<file path="src/common/acs_pkg.sv">
// constants shared by the converter sleep and auto-trigger control block
// assumes a single clock domain and a plain register port
package acs_pkg;

	localparam int ADDR_W   = 3;
	localparam int DATA_W   = 8;
	localparam int RES_W    = 10;
	localparam int N_TRIG   = 12;
	localparam int SEL_W    = 4;

	// register indices on the plain port
	localparam logic [ADDR_W-1:0] OFS_CTRL0 = 3'h0;
	localparam logic [ADDR_W-1:0] OFS_CTRL2 = 3'h1;
	localparam logic [ADDR_W-1:0] OFS_STAT  = 3'h2;
	localparam logic [ADDR_W-1:0] OFS_RESH  = 3'h3;
	localparam logic [ADDR_W-1:0] OFS_RESL  = 3'h4;

	// converter_control_zero fields
	localparam int BIT_EN = 0;
	localparam int BIT_GO = 1;
	localparam int BIT_RC = 2;
	localparam int BIT_IE = 3;

	// status fields
	localparam int BIT_DONE = 0;
	localparam int BIT_ON   = 1;
	localparam int BIT_BUSY = 2;

	// result split: high register holds the top bits in its low lanes
	localparam int RESL_W = 8;
	localparam int RESH_W = RES_W - RESL_W;

	// trigger_source_select codes; 0 selects nothing
	localparam logic [SEL_W-1:0] TRIG_NONE      = 4'h0;
	localparam logic [SEL_W-1:0] TRIG_CCP_ONE   = 4'h1;
	localparam logic [SEL_W-1:0] TRIG_CCP_TWO   = 4'h2;
	localparam logic [SEL_W-1:0] TRIG_T0_WRAP   = 4'h3;
	localparam logic [SEL_W-1:0] TRIG_T1_WRAP   = 4'h4;
	localparam logic [SEL_W-1:0] TRIG_T2_HIT    = 4'h5;
	localparam logic [SEL_W-1:0] TRIG_T4_HIT    = 4'h6;
	localparam logic [SEL_W-1:0] TRIG_T6_HIT    = 4'h7;
	localparam logic [SEL_W-1:0] TRIG_CMP_ONE   = 4'h8;
	localparam logic [SEL_W-1:0] TRIG_CMP_TWO   = 4'h9;
	localparam logic [SEL_W-1:0] TRIG_LC_ONE    = 4'hA;
	localparam logic [SEL_W-1:0] TRIG_LC_TWO    = 4'hB;
	localparam logic [SEL_W-1:0] TRIG_LC_THREE  = 4'hC;

	// timing: one instruction cycle is four system clocks
	localparam int INSTR_CLKS = 4;
	localparam int BIT_CLKS   = 2;

	typedef enum logic [1:0] {
		ST_IDLE,
		ST_DELAY,
		ST_CONV
	} acs_state_type;

endpackage : acs_pkg

</file>
<file path="src/rtl/acs_ctrl.sv">
// converter control: sleep handling, auto-trigger, successive approximation
// assumes a comparator outside answers cmp_i for the trial code each cycle
`timescale 1ns/1ps
`default_nettype none

module acs_ctrl #(
	parameter int INSTR_CLKS_P = acs_pkg::INSTR_CLKS,
	parameter int BIT_CLKS_P   = acs_pkg::BIT_CLKS
) (
	input  wire logic                       clk_i,
	input  wire logic                       reset_n_i,
	input  wire logic [acs_pkg::ADDR_W-1:0] addr_i,
	input  wire logic [acs_pkg::DATA_W-1:0] wdata_i,
	input  wire logic                       wr_i,
	input  wire logic                       rd_i,
	output logic      [acs_pkg::DATA_W-1:0] rdata_o,
	input  wire logic                       sleep_i,
	input  wire logic                       cmp_i,
	input  wire logic                       capture_compare_one_i,
	input  wire logic                       capture_compare_two_i,
	input  wire logic                       timer_zero_wrap_i,
	input  wire logic                       timer_one_wrap_i,
	input  wire logic                       timer_two_period_hit_i,
	input  wire logic                       timer_four_period_hit_i,
	input  wire logic                       timer_six_period_hit_i,
	input  wire logic                       comparator_one_synced_i,
	input  wire logic                       comparator_two_synced_i,
	input  wire logic                       logic_cell_one_output_i,
	input  wire logic                       logic_cell_two_output_i,
	input  wire logic                       logic_cell_three_output_i,
	output logic      [acs_pkg::RES_W-1:0]  trial_code_o,
	output logic                            hold_o,
	output logic                            converter_on_o,
	output logic                            wake_o
);
	import acs_pkg::*;

	localparam int ICW = $clog2(INSTR_CLKS_P + 1);
	localparam int BCW = $clog2(BIT_CLKS_P + 1);
	localparam int IXW = $clog2(RES_W);
	localparam logic [ICW-1:0] INSTR_LAST = ICW'(INSTR_CLKS_P - 1);
	localparam logic [BCW-1:0] BIT_LAST   = BCW'(BIT_CLKS_P - 1);
	localparam logic [IXW-1:0] IDX_TOP    = IXW'(RES_W - 1);

	acs_state_type            state;
	logic                     converter_enable;
	logic                     go;
	logic                     dedicated_rc_clock;
	logic                     int_enable;
	logic [SEL_W-1:0]         trigger_source_select;
	logic                     conversion_done_flag;
	logic                     power_off;
	logic [RES_W-1:0]         result;
	logic [RES_W-1:0]         code;
	logic [IXW-1:0]           idx;
	logic [ICW-1:0]           delay_cnt;
	logic [BCW-1:0]           bit_cnt;
	logic                     sleep_prev;
	logic                     trig_prev;
	logic [SEL_W-1:0]         sel_prev;
	logic [N_TRIG-1:0]        trig_vec;
	logic                     trig_lvl;
	logic                     trig_edge;
	logic                     sleep_rise;
	logic                     abort;
	logic                     bit_step;
	logic                     finish;
	logic                     sw_stop;
	logic                     wr_ctrl0;
	logic                     conv_on;
	logic [RES_W-1:0]         partial;
	logic [DATA_W-1:0]        next_rdata;

	assign wr_ctrl0 = wr_i && (addr_i == OFS_CTRL0);
	assign conv_on  = converter_enable && !power_off;

	// source order matches the select codes, code minus one is the index
	assign trig_vec = {logic_cell_three_output_i, logic_cell_two_output_i,
		logic_cell_one_output_i, comparator_two_synced_i,
		comparator_one_synced_i, timer_six_period_hit_i,
		timer_four_period_hit_i, timer_two_period_hit_i,
		timer_one_wrap_i, timer_zero_wrap_i,
		capture_compare_two_i, capture_compare_one_i};

	always_comb begin
		trig_lvl = 1'b0;
		if (trigger_source_select != TRIG_NONE &&
		    trigger_source_select <= TRIG_LC_THREE) begin
			trig_lvl = trig_vec[trigger_source_select - 4'h1];
		end
	end

	// a select change must not look like an edge
	assign trig_edge = trig_lvl && !trig_prev &&
		(sel_prev == trigger_source_select);
	assign sleep_rise = sleep_i && !sleep_prev;
	// only the rc clock keeps running in sleep
	assign abort = sleep_rise && !dedicated_rc_clock &&
		(state != ST_IDLE);
	assign bit_step = (state == ST_CONV) && (bit_cnt == BIT_LAST);
	assign finish   = bit_step && (idx == '0) && go && !abort;
	assign sw_stop  = (state != ST_IDLE) && !go && !abort;

	// partial result: bits not yet decided repeat the last decided bit
	always_comb begin
		logic last;
		last = 1'b0;
		partial = code;
		if (idx != IDX_TOP) begin
			last = code[idx + 1'b1];
		end
		for (int i = 0; i < RES_W; i++) begin
			if (i <= int'(idx)) begin
				partial[i] = last;
			end
		end
	end

	always_ff @(posedge clk_i or negedge reset_n_i) begin
		if (!reset_n_i) begin
			sleep_prev <= 1'b0;
			trig_prev  <= 1'b0;
			sel_prev   <= TRIG_NONE;
		end else begin
			sleep_prev <= sleep_i;
			trig_prev  <= trig_lvl;
			sel_prev   <= trigger_source_select;
		end
	end

	// control register zero and register two
	always_ff @(posedge clk_i or negedge reset_n_i) begin
		if (!reset_n_i) begin
			converter_enable      <= 1'b0;
			dedicated_rc_clock    <= 1'b0;
			int_enable            <= 1'b0;
			trigger_source_select <= TRIG_NONE;
		end else if (wr_i) begin
			if (addr_i == OFS_CTRL0) begin
				converter_enable   <= wdata_i[BIT_EN];
				dedicated_rc_clock <= wdata_i[BIT_RC];
				int_enable         <= wdata_i[BIT_IE];
			end
			if (addr_i == OFS_CTRL2) begin
				trigger_source_select <= wdata_i[SEL_W-1:0];
			end
		end
	end

	// go bit: hardware trigger set wins over any clear in the same cycle
	always_ff @(posedge clk_i or negedge reset_n_i) begin
		if (!reset_n_i) begin
			go <= 1'b0;
		end else if (trig_edge && conv_on) begin
			go <= 1'b1;
		end else if (abort || finish) begin
			go <= 1'b0;
		end else if (wr_ctrl0) begin
			go <= wdata_i[BIT_GO] && wdata_i[BIT_EN];
		end else if (!converter_enable) begin
			go <= 1'b0;
		end
	end

	// power-off in sleep; enable bit itself is never touched here
	always_ff @(posedge clk_i or negedge reset_n_i) begin
		if (!reset_n_i) begin
			power_off <= 1'b0;
		end else if (!sleep_i) begin
			power_off <= 1'b0;
		end else if (sleep_rise && !dedicated_rc_clock) begin
			power_off <= 1'b1;
		end else if (finish && !int_enable) begin
			power_off <= 1'b1;
		end
	end

	// sequencer
	always_ff @(posedge clk_i or negedge reset_n_i) begin
		if (!reset_n_i) begin
			state     <= ST_IDLE;
			delay_cnt <= '0;
			bit_cnt   <= '0;
			idx       <= IDX_TOP;
			code      <= '0;
		end else begin
			unique case (state)
				ST_IDLE: begin
					delay_cnt <= '0;
					bit_cnt   <= '0;
					idx       <= IDX_TOP;
					code      <= {1'b1, {(RES_W-1){1'b0}}};
					if (go && conv_on) begin
						state <= dedicated_rc_clock ? ST_DELAY
							: ST_CONV;
					end
				end
				ST_DELAY: begin
					delay_cnt <= delay_cnt + 1'b1;
					if (abort || sw_stop) begin
						state <= ST_IDLE;
					end else if (delay_cnt == INSTR_LAST) begin
						state <= ST_CONV;
					end
				end
				ST_CONV: begin
					bit_cnt <= bit_step ? '0 : bit_cnt + 1'b1;
					if (abort || sw_stop || finish) begin
						state <= ST_IDLE;
					end else if (bit_step) begin
						code[idx] <= cmp_i;
						if (idx != '0) begin
							code[idx - 1'b1] <= 1'b1;
						end
						idx <= idx - 1'b1;
					end
				end
			endcase
		end
	end

	// result and done flag; hardware set wins over a software clear
	always_ff @(posedge clk_i or negedge reset_n_i) begin
		if (!reset_n_i) begin
			result               <= '0;
			conversion_done_flag <= 1'b0;
		end else begin
			if (finish) begin
				result               <= {code[RES_W-1:1], cmp_i};
				conversion_done_flag <= 1'b1;
			end else begin
				if (sw_stop && state == ST_CONV) begin
					result <= partial;
				end
				if (wr_i && addr_i == OFS_STAT && wdata_i[BIT_DONE]) begin
					conversion_done_flag <= 1'b0;
				end
			end
		end
	end

	always_comb begin
		next_rdata = '0;
		unique case (addr_i)
			OFS_CTRL0: begin
				next_rdata[BIT_EN] = converter_enable;
				next_rdata[BIT_GO] = go;
				next_rdata[BIT_RC] = dedicated_rc_clock;
				next_rdata[BIT_IE] = int_enable;
			end
			OFS_CTRL2: next_rdata[SEL_W-1:0] = trigger_source_select;
			OFS_STAT: begin
				next_rdata[BIT_DONE] = conversion_done_flag;
				next_rdata[BIT_ON]   = conv_on;
				next_rdata[BIT_BUSY] = (state != ST_IDLE);
			end
			OFS_RESH: next_rdata[RESH_W-1:0] = result[RES_W-1:RESL_W];
			OFS_RESL: next_rdata[RESL_W-1:0] = result[RESL_W-1:0];
			default: next_rdata = '0;
		endcase
	end

	// read data only in the cycle after the strobe
	always_ff @(posedge clk_i or negedge reset_n_i) begin
		if (!reset_n_i) begin
			rdata_o <= '0;
		end else begin
			rdata_o <= rd_i ? next_rdata : '0;
		end
	end

	always_ff @(posedge clk_i or negedge reset_n_i) begin
		if (!reset_n_i) begin
			trial_code_o   <= '0;
			hold_o         <= 1'b0;
			converter_on_o <= 1'b0;
			wake_o         <= 1'b0;
		end else begin
			trial_code_o   <= code;
			hold_o         <= (state == ST_CONV);
			converter_on_o <= conv_on;
			wake_o         <= finish && sleep_i && int_enable;
		end
	end

endmodule : acs_ctrl

`default_nettype wire

</file>
<file path="config.mk">
export PLATFORM = sky130hd
export DESIGN_NAME = acs_ctrl
export DESIGN_NICKNAME = d
export VERILOG_FILES = /design/src/common/acs_pkg.sv /design/src/rtl/acs_ctrl.sv
export SDC_FILE = /design/constraint.sdc
export NUM_CORES = 1
export LEC_CHECK = 0
export ABC_AREA = 1
export BUFFER_PORTS_ARGS = -buffer_cell sky130_fd_sc_hd__buf_2
export CAP_MARGIN = 30
export CORE_MARGIN = 2
export CORE_UTILIZATION = 44
export CTS_CLUSTER_SIZE = 14
export DETAILED_ROUTE_END_ITERATION = 10
export PLACE_DENSITY = 0.72
export SLEW_MARGIN = 20
export SYNTH_ARGS = -nofsm -noshare
export SYNTH_HDL_FRONTEND = slang
export SYNTH_SLANG_ARGS = --single-unit
</file>
<file path="constraint.sdc">
create_clock -name clk_i -period 3.5 [get_ports clk_i]
set_input_delay 0.875 -clock clk_i [delete_from_list [all_inputs] [get_ports clk_i]]
set_output_delay 0.875 -clock clk_i [all_outputs]
set_load 0.05 [all_outputs]
</file>
==> flow_summary.yaml <==
synth:
  synthesis.area_um2: 3610
  yosysSeqAreaShare_pct: 47.1
  synth_seq_cells: 68
  synth_fp_nets: 500
  postSynthCellCount: 458
  yosys.cell_types.count: 38
  yosysWarningCount: 0
  syn_avg_cell_area_um2: 7.89
clock_network:
  clk_root_buffer_cell: "sky130_fd_sc_hd__clkbuf_8"
  cts-root-to-sink-buffers: 2
  clk-insertion-delay-late_ns: 0.35
  cts_inserted_buffers: 9
  clkSlewWorstSetupHoldPaths_ns: 0.07
  h-tree-depth: 3
  cts_setup_buffers: 0
  cts_num_sinks: 68
  tritoncts: "done"
  post_cts_resized: 0
  cts_hold_repair.buffers: 0
power:
  power_mw: 3.15
  power.switching_fraction_pct: 41.8
  net-switching-power_mw: 1.32
  internal-power_mw: 1.83
  share_seq_of_total_power_pct: 35.5
  clock_share_of_power_pct: 24.4
  ir_worst_vdd_uv: 429
  power.leakage_nw: 2.25
  p_comb_share_pct: 40.0
  cellPowerDensity_nw_per_um2: 759
global_routing:
  globalRoute.totalOverflow: 0
  grt_start_max_net_pins: 30
  initial_antenna_violation_count: 0
  grt_pass1_wl_um: 14700
  vias_in_the_first_global_route: 3120
  overall_global_routing_resource_usage_pct: 21.2
setup_path:
  worst-path-max-fanout: 18
  worstSetupEndpointType: "register"
  worst-endpoint-arrival_ns: 2.70
  critPathLaunchType: "register"
  critPathRequiredTime_ns: 3.72
  timing_worst_setup_path_type: "register to register"
cells_and_area:
  final_cell_count_without_fillers: 618
  drive_gt1_share_pct: 14.0
  num-nets-final: 550
  n_antenna_cell: 0
  final_area_um2: 4150
  area_delta_synth_final_pct: 14.7
floorplanning:
  placement_rows: 33
  floorplan.initialDensity_pct: 44.7
  top_level_ports: 50
  die-area_um2: 8960
  placeableCoreArea_um2: 8090
  floorplan.die.width_um: 94.6
  dieHeight_um: 94.6
placed_design:
  dp.final_hpwl_um: 6270
  place.gp.congestion: 0.887
  count_of_input_and_output_buffers: 45
  postPlaceCellArea_um2: 3920
  placed_cells: 602
timing:
  setup_viol: 0
  fin_worst_skew_ns: 0.00987
  whs_ns: 0.371
  hold_viol: 0
  worst-slew-pin-transition_ns: 0.417
  final_min_period_over_clock_period_pct: 70.8
  fmax_ghz: 0.403
  post-route-min-period_ns: 2.48
  report.final.slew_viol_count: 0
  unrepaired_setup_endpoints_after_global_routing: "false"
  fin_tns_setup_ns: 0
  rel_slew_slack_pct: 72.2
detailed_routing:
  wire_per_inst_um: 13.7
  total_routed_length_um: 8490
  route.detailed.vias_per_inst: 5.11
  first_pass_iters: 4
  final_antenna_net_count: 0
  detail_route.iter0.violations: 176
  detailroute.via_count: 3155
  post_route_drc_violation_count: 0
worst_hold_path:
  min_path_type: "register to register"
flow_run:
  drv.max_cap_violation_count: 0
outcome:
  run_status: "complete, no violations"
synth_stat cells:
| cell | count | share of area, % |
|---|---|---|
| sky130_fd_sc_hd__nor2_1 | 39 | 4.0 |
| sky130_fd_sc_hd__nor2_2 | 1 | 0.17 |
| sky130_fd_sc_hd__a31oi_1 | 1 | 0.17 |
| sky130_fd_sc_hd__clkinv_1 | 1 | 0.10 |
| sky130_fd_sc_hd__a221oi_1 | 1 | 0.24 |
| sky130_fd_sc_hd__and2_4 | 1 | 0.24 |
| sky130_fd_sc_hd__xor2_1 | 2 | 0.48 |
| sky130_fd_sc_hd__inv_1 | 64 | 6.6 |
| sky130_fd_sc_hd__o21bai_1 | 1 | 0.21 |
| sky130_fd_sc_hd__a21boi_0 | 1 | 0.21 |
| sky130_fd_sc_hd__clkbuf_1 | 1 | 0.10 |
| sky130_fd_sc_hd__o21ai_1 | 6 | 0.83 |
| sky130_fd_sc_hd__buf_4 | 1 | 0.21 |
| sky130_fd_sc_hd__nand2_2 | 1 | 0.17 |
| sky130_fd_sc_hd__nor2_8 | 1 | 0.55 |
| sky130_fd_sc_hd__dfrtp_1 | 66 | 46 |
| sky130_fd_sc_hd__buf_2 | 2 | 0.28 |
| sky130_fd_sc_hd__xnor2_1 | 5 | 1.2 |
| sky130_fd_sc_hd__nor3_1 | 3 | 0.42 |
| sky130_fd_sc_hd__o21ai_0 | 42 | 5.8 |
| sky130_fd_sc_hd__buf_8 | 1 | 0.42 |
| sky130_fd_sc_hd__nand3b_1 | 1 | 0.21 |
| sky130_fd_sc_hd__nand3_4 | 1 | 0.48 |
| sky130_fd_sc_hd__nand2_1 | 133 | 14 |
| sky130_fd_sc_hd__dfstp_2 | 2 | 1.5 |
| sky130_fd_sc_hd__nand2_4 | 1 | 0.31 |
| sky130_fd_sc_hd__a21o_1 | 1 | 0.21 |
| sky130_fd_sc_hd__a21oi_1 | 13 | 1.8 |
| sky130_fd_sc_hd__a22o_1 | 1 | 0.24 |
| sky130_fd_sc_hd__o211ai_1 | 1 | 0.21 |
| sky130_fd_sc_hd__o221ai_1 | 2 | 0.48 |
| sky130_fd_sc_hd__nand3_1 | 30 | 4.2 |
| sky130_fd_sc_hd__buf_6 | 3 | 0.93 |
| sky130_fd_sc_hd__ha_1 | 13 | 4.5 |
| sky130_fd_sc_hd__nand4_1 | 7 | 1.2 |
| sky130_fd_sc_hd__o22ai_1 | 5 | 0.87 |
| sky130_fd_sc_hd__nor2_4 | 2 | 0.62 |
| sky130_fd_sc_hd__nand3_2 | 1 | 0.28 |
state kept, by name (all words and copies together), names as in the netlist:
signal,count
delay_cnt,3
trigger_source_select,4
bit_cnt,2
trial_code_o,10
hold_o,1
power_off,1
trig_prev,1
result,10
sleep_prev,1
go,1
converter_enable,1
code,10
int_enable,1
sel_prev,4
state,2
wake_o,1
rdata_o,8
dedicated_rc_clock,1
conversion_done_flag,1
converter_on_o,1
idx,4
worst max-delay path: stages (launching register included):
cell	delay, ns
sky130_fd_sc_hd__dfstp_2	0.67
sky130_fd_sc_hd__inv_1	0.22
sky130_fd_sc_hd__ha_1	0.35
sky130_fd_sc_hd__nand3_4	0.13
sky130_fd_sc_hd__nor2_4	0.04
sky130_fd_sc_hd__nor2_1	0.22
sky130_fd_sc_hd__nand3_2	0.19
sky130_fd_sc_hd__nand2_2	0.31
sky130_fd_sc_hd__nand2_1	0.08
sky130_fd_sc_hd__a21boi_0	0.13
power by group through the flow:
stage / clock network (mW) / logic (mW) / registers (mW)
final: 0.770 / 1.26 / 1.12
after global routing: 0.813 / 1.46 / 1.14
after CTS: 0.782 / 1.26 / 1.12
after detailed placement: 0 / 1.25 / 1.13
after global placement: 0 / 1.23 / 1.12
after floorplan: 0 / 0.951 / 1.15
kinds of logic (layout without fill, tap and decap cells):
family | Yosys count | after routing | share of synthesized area, %
fa+ha+maj | 13 | 13 | 4.50
simple gates | 222 | 222 | 26.7
flops | 68 | 68 | 47.1
buf+inv | 73 | 128 | 8.69
compound gates | 75 | 75 | 11.3
xor+xnor | 7 | 7 | 1.70
routing by layer:
| metal | routed length (um) | vias up | part of all wire (%) | GRT usage, % |
|---|---|---|---|---|
| li1 | - | 1561 | - | - |
| met4 | 177 | 0 | 2.1 | 9.78 |
| met3 | 350 | 17 | 4.1 | 3.19 |
| met5 | 0 | - | 0 | 0 |
| met1 | 3810 | 1505 | 45 | 27.1 |
| met2 | 4150 | 72 | 49 | 35.6 |
final timing paths:
check | from | end | slack [ns] | depth (start not counted)
max reg2reg | idx[0] | code[0] | 1.02 | 9
min in group asynchronous | reset_n_i | sel_prev[2] | 0.42 | 1
min | code[3] | trial_code_o[3] | 0.37 | 0
min reg2reg | code[3] | trial_code_o[3] | 0.37 | 0
max in group asynchronous | reset_n_i | idx[0] | 2.35 | 2
max | idx[0] | code[0] | 1.02 | 9
area by class of cell:
| type | count | area, um^2 |
|---|---|---|
| Multi-Input combinational cell | 317 | 1600 |
| Inverter | 65 | 244 |
| Timing Repair Buffer | 47 | 240 |
| Clock buffer | 11 | 131 |
| Tap cell | 105 | 131 |
| Clock inverter | 5 | 100 |
| Fill cell | 784 | 3950 |
| Sequential cell | 68 | 1700 |
placed cells by master (no fill, tap or decap), types with 6 or more instances in the layout:
cell type	Yosys	layout
sky130_fd_sc_hd__inv_1	64	64
sky130_fd_sc_hd__o21ai_0	42	42
sky130_fd_sc_hd__buf_2	2	45
sky130_fd_sc_hd__nand3_1	30	30
sky130_fd_sc_hd__nand4_1	7	7
sky130_fd_sc_hd__dfrtp_1	66	66
sky130_fd_sc_hd__nor2_1	39	39
sky130_fd_sc_hd__a21oi_1	13	13
sky130_fd_sc_hd__o21ai_1	6	6
sky130_fd_sc_hd__clkbuf_8	0	9
sky130_fd_sc_hd__nand2_1	133	133
sky130_fd_sc_hd__ha_1	13	13
stage by stage:
stage	util (%)	setup slack [ns]
2_1_floorplan	-	1.49
3_3_place_gp	48.4	1.08
3_5_place_dp	48.4	1.04
4_1_cts	51.3	1.01
5_1_grt	51.3	0.845
6_report	51.3	1.02
(Power assumes the default switching activity.)
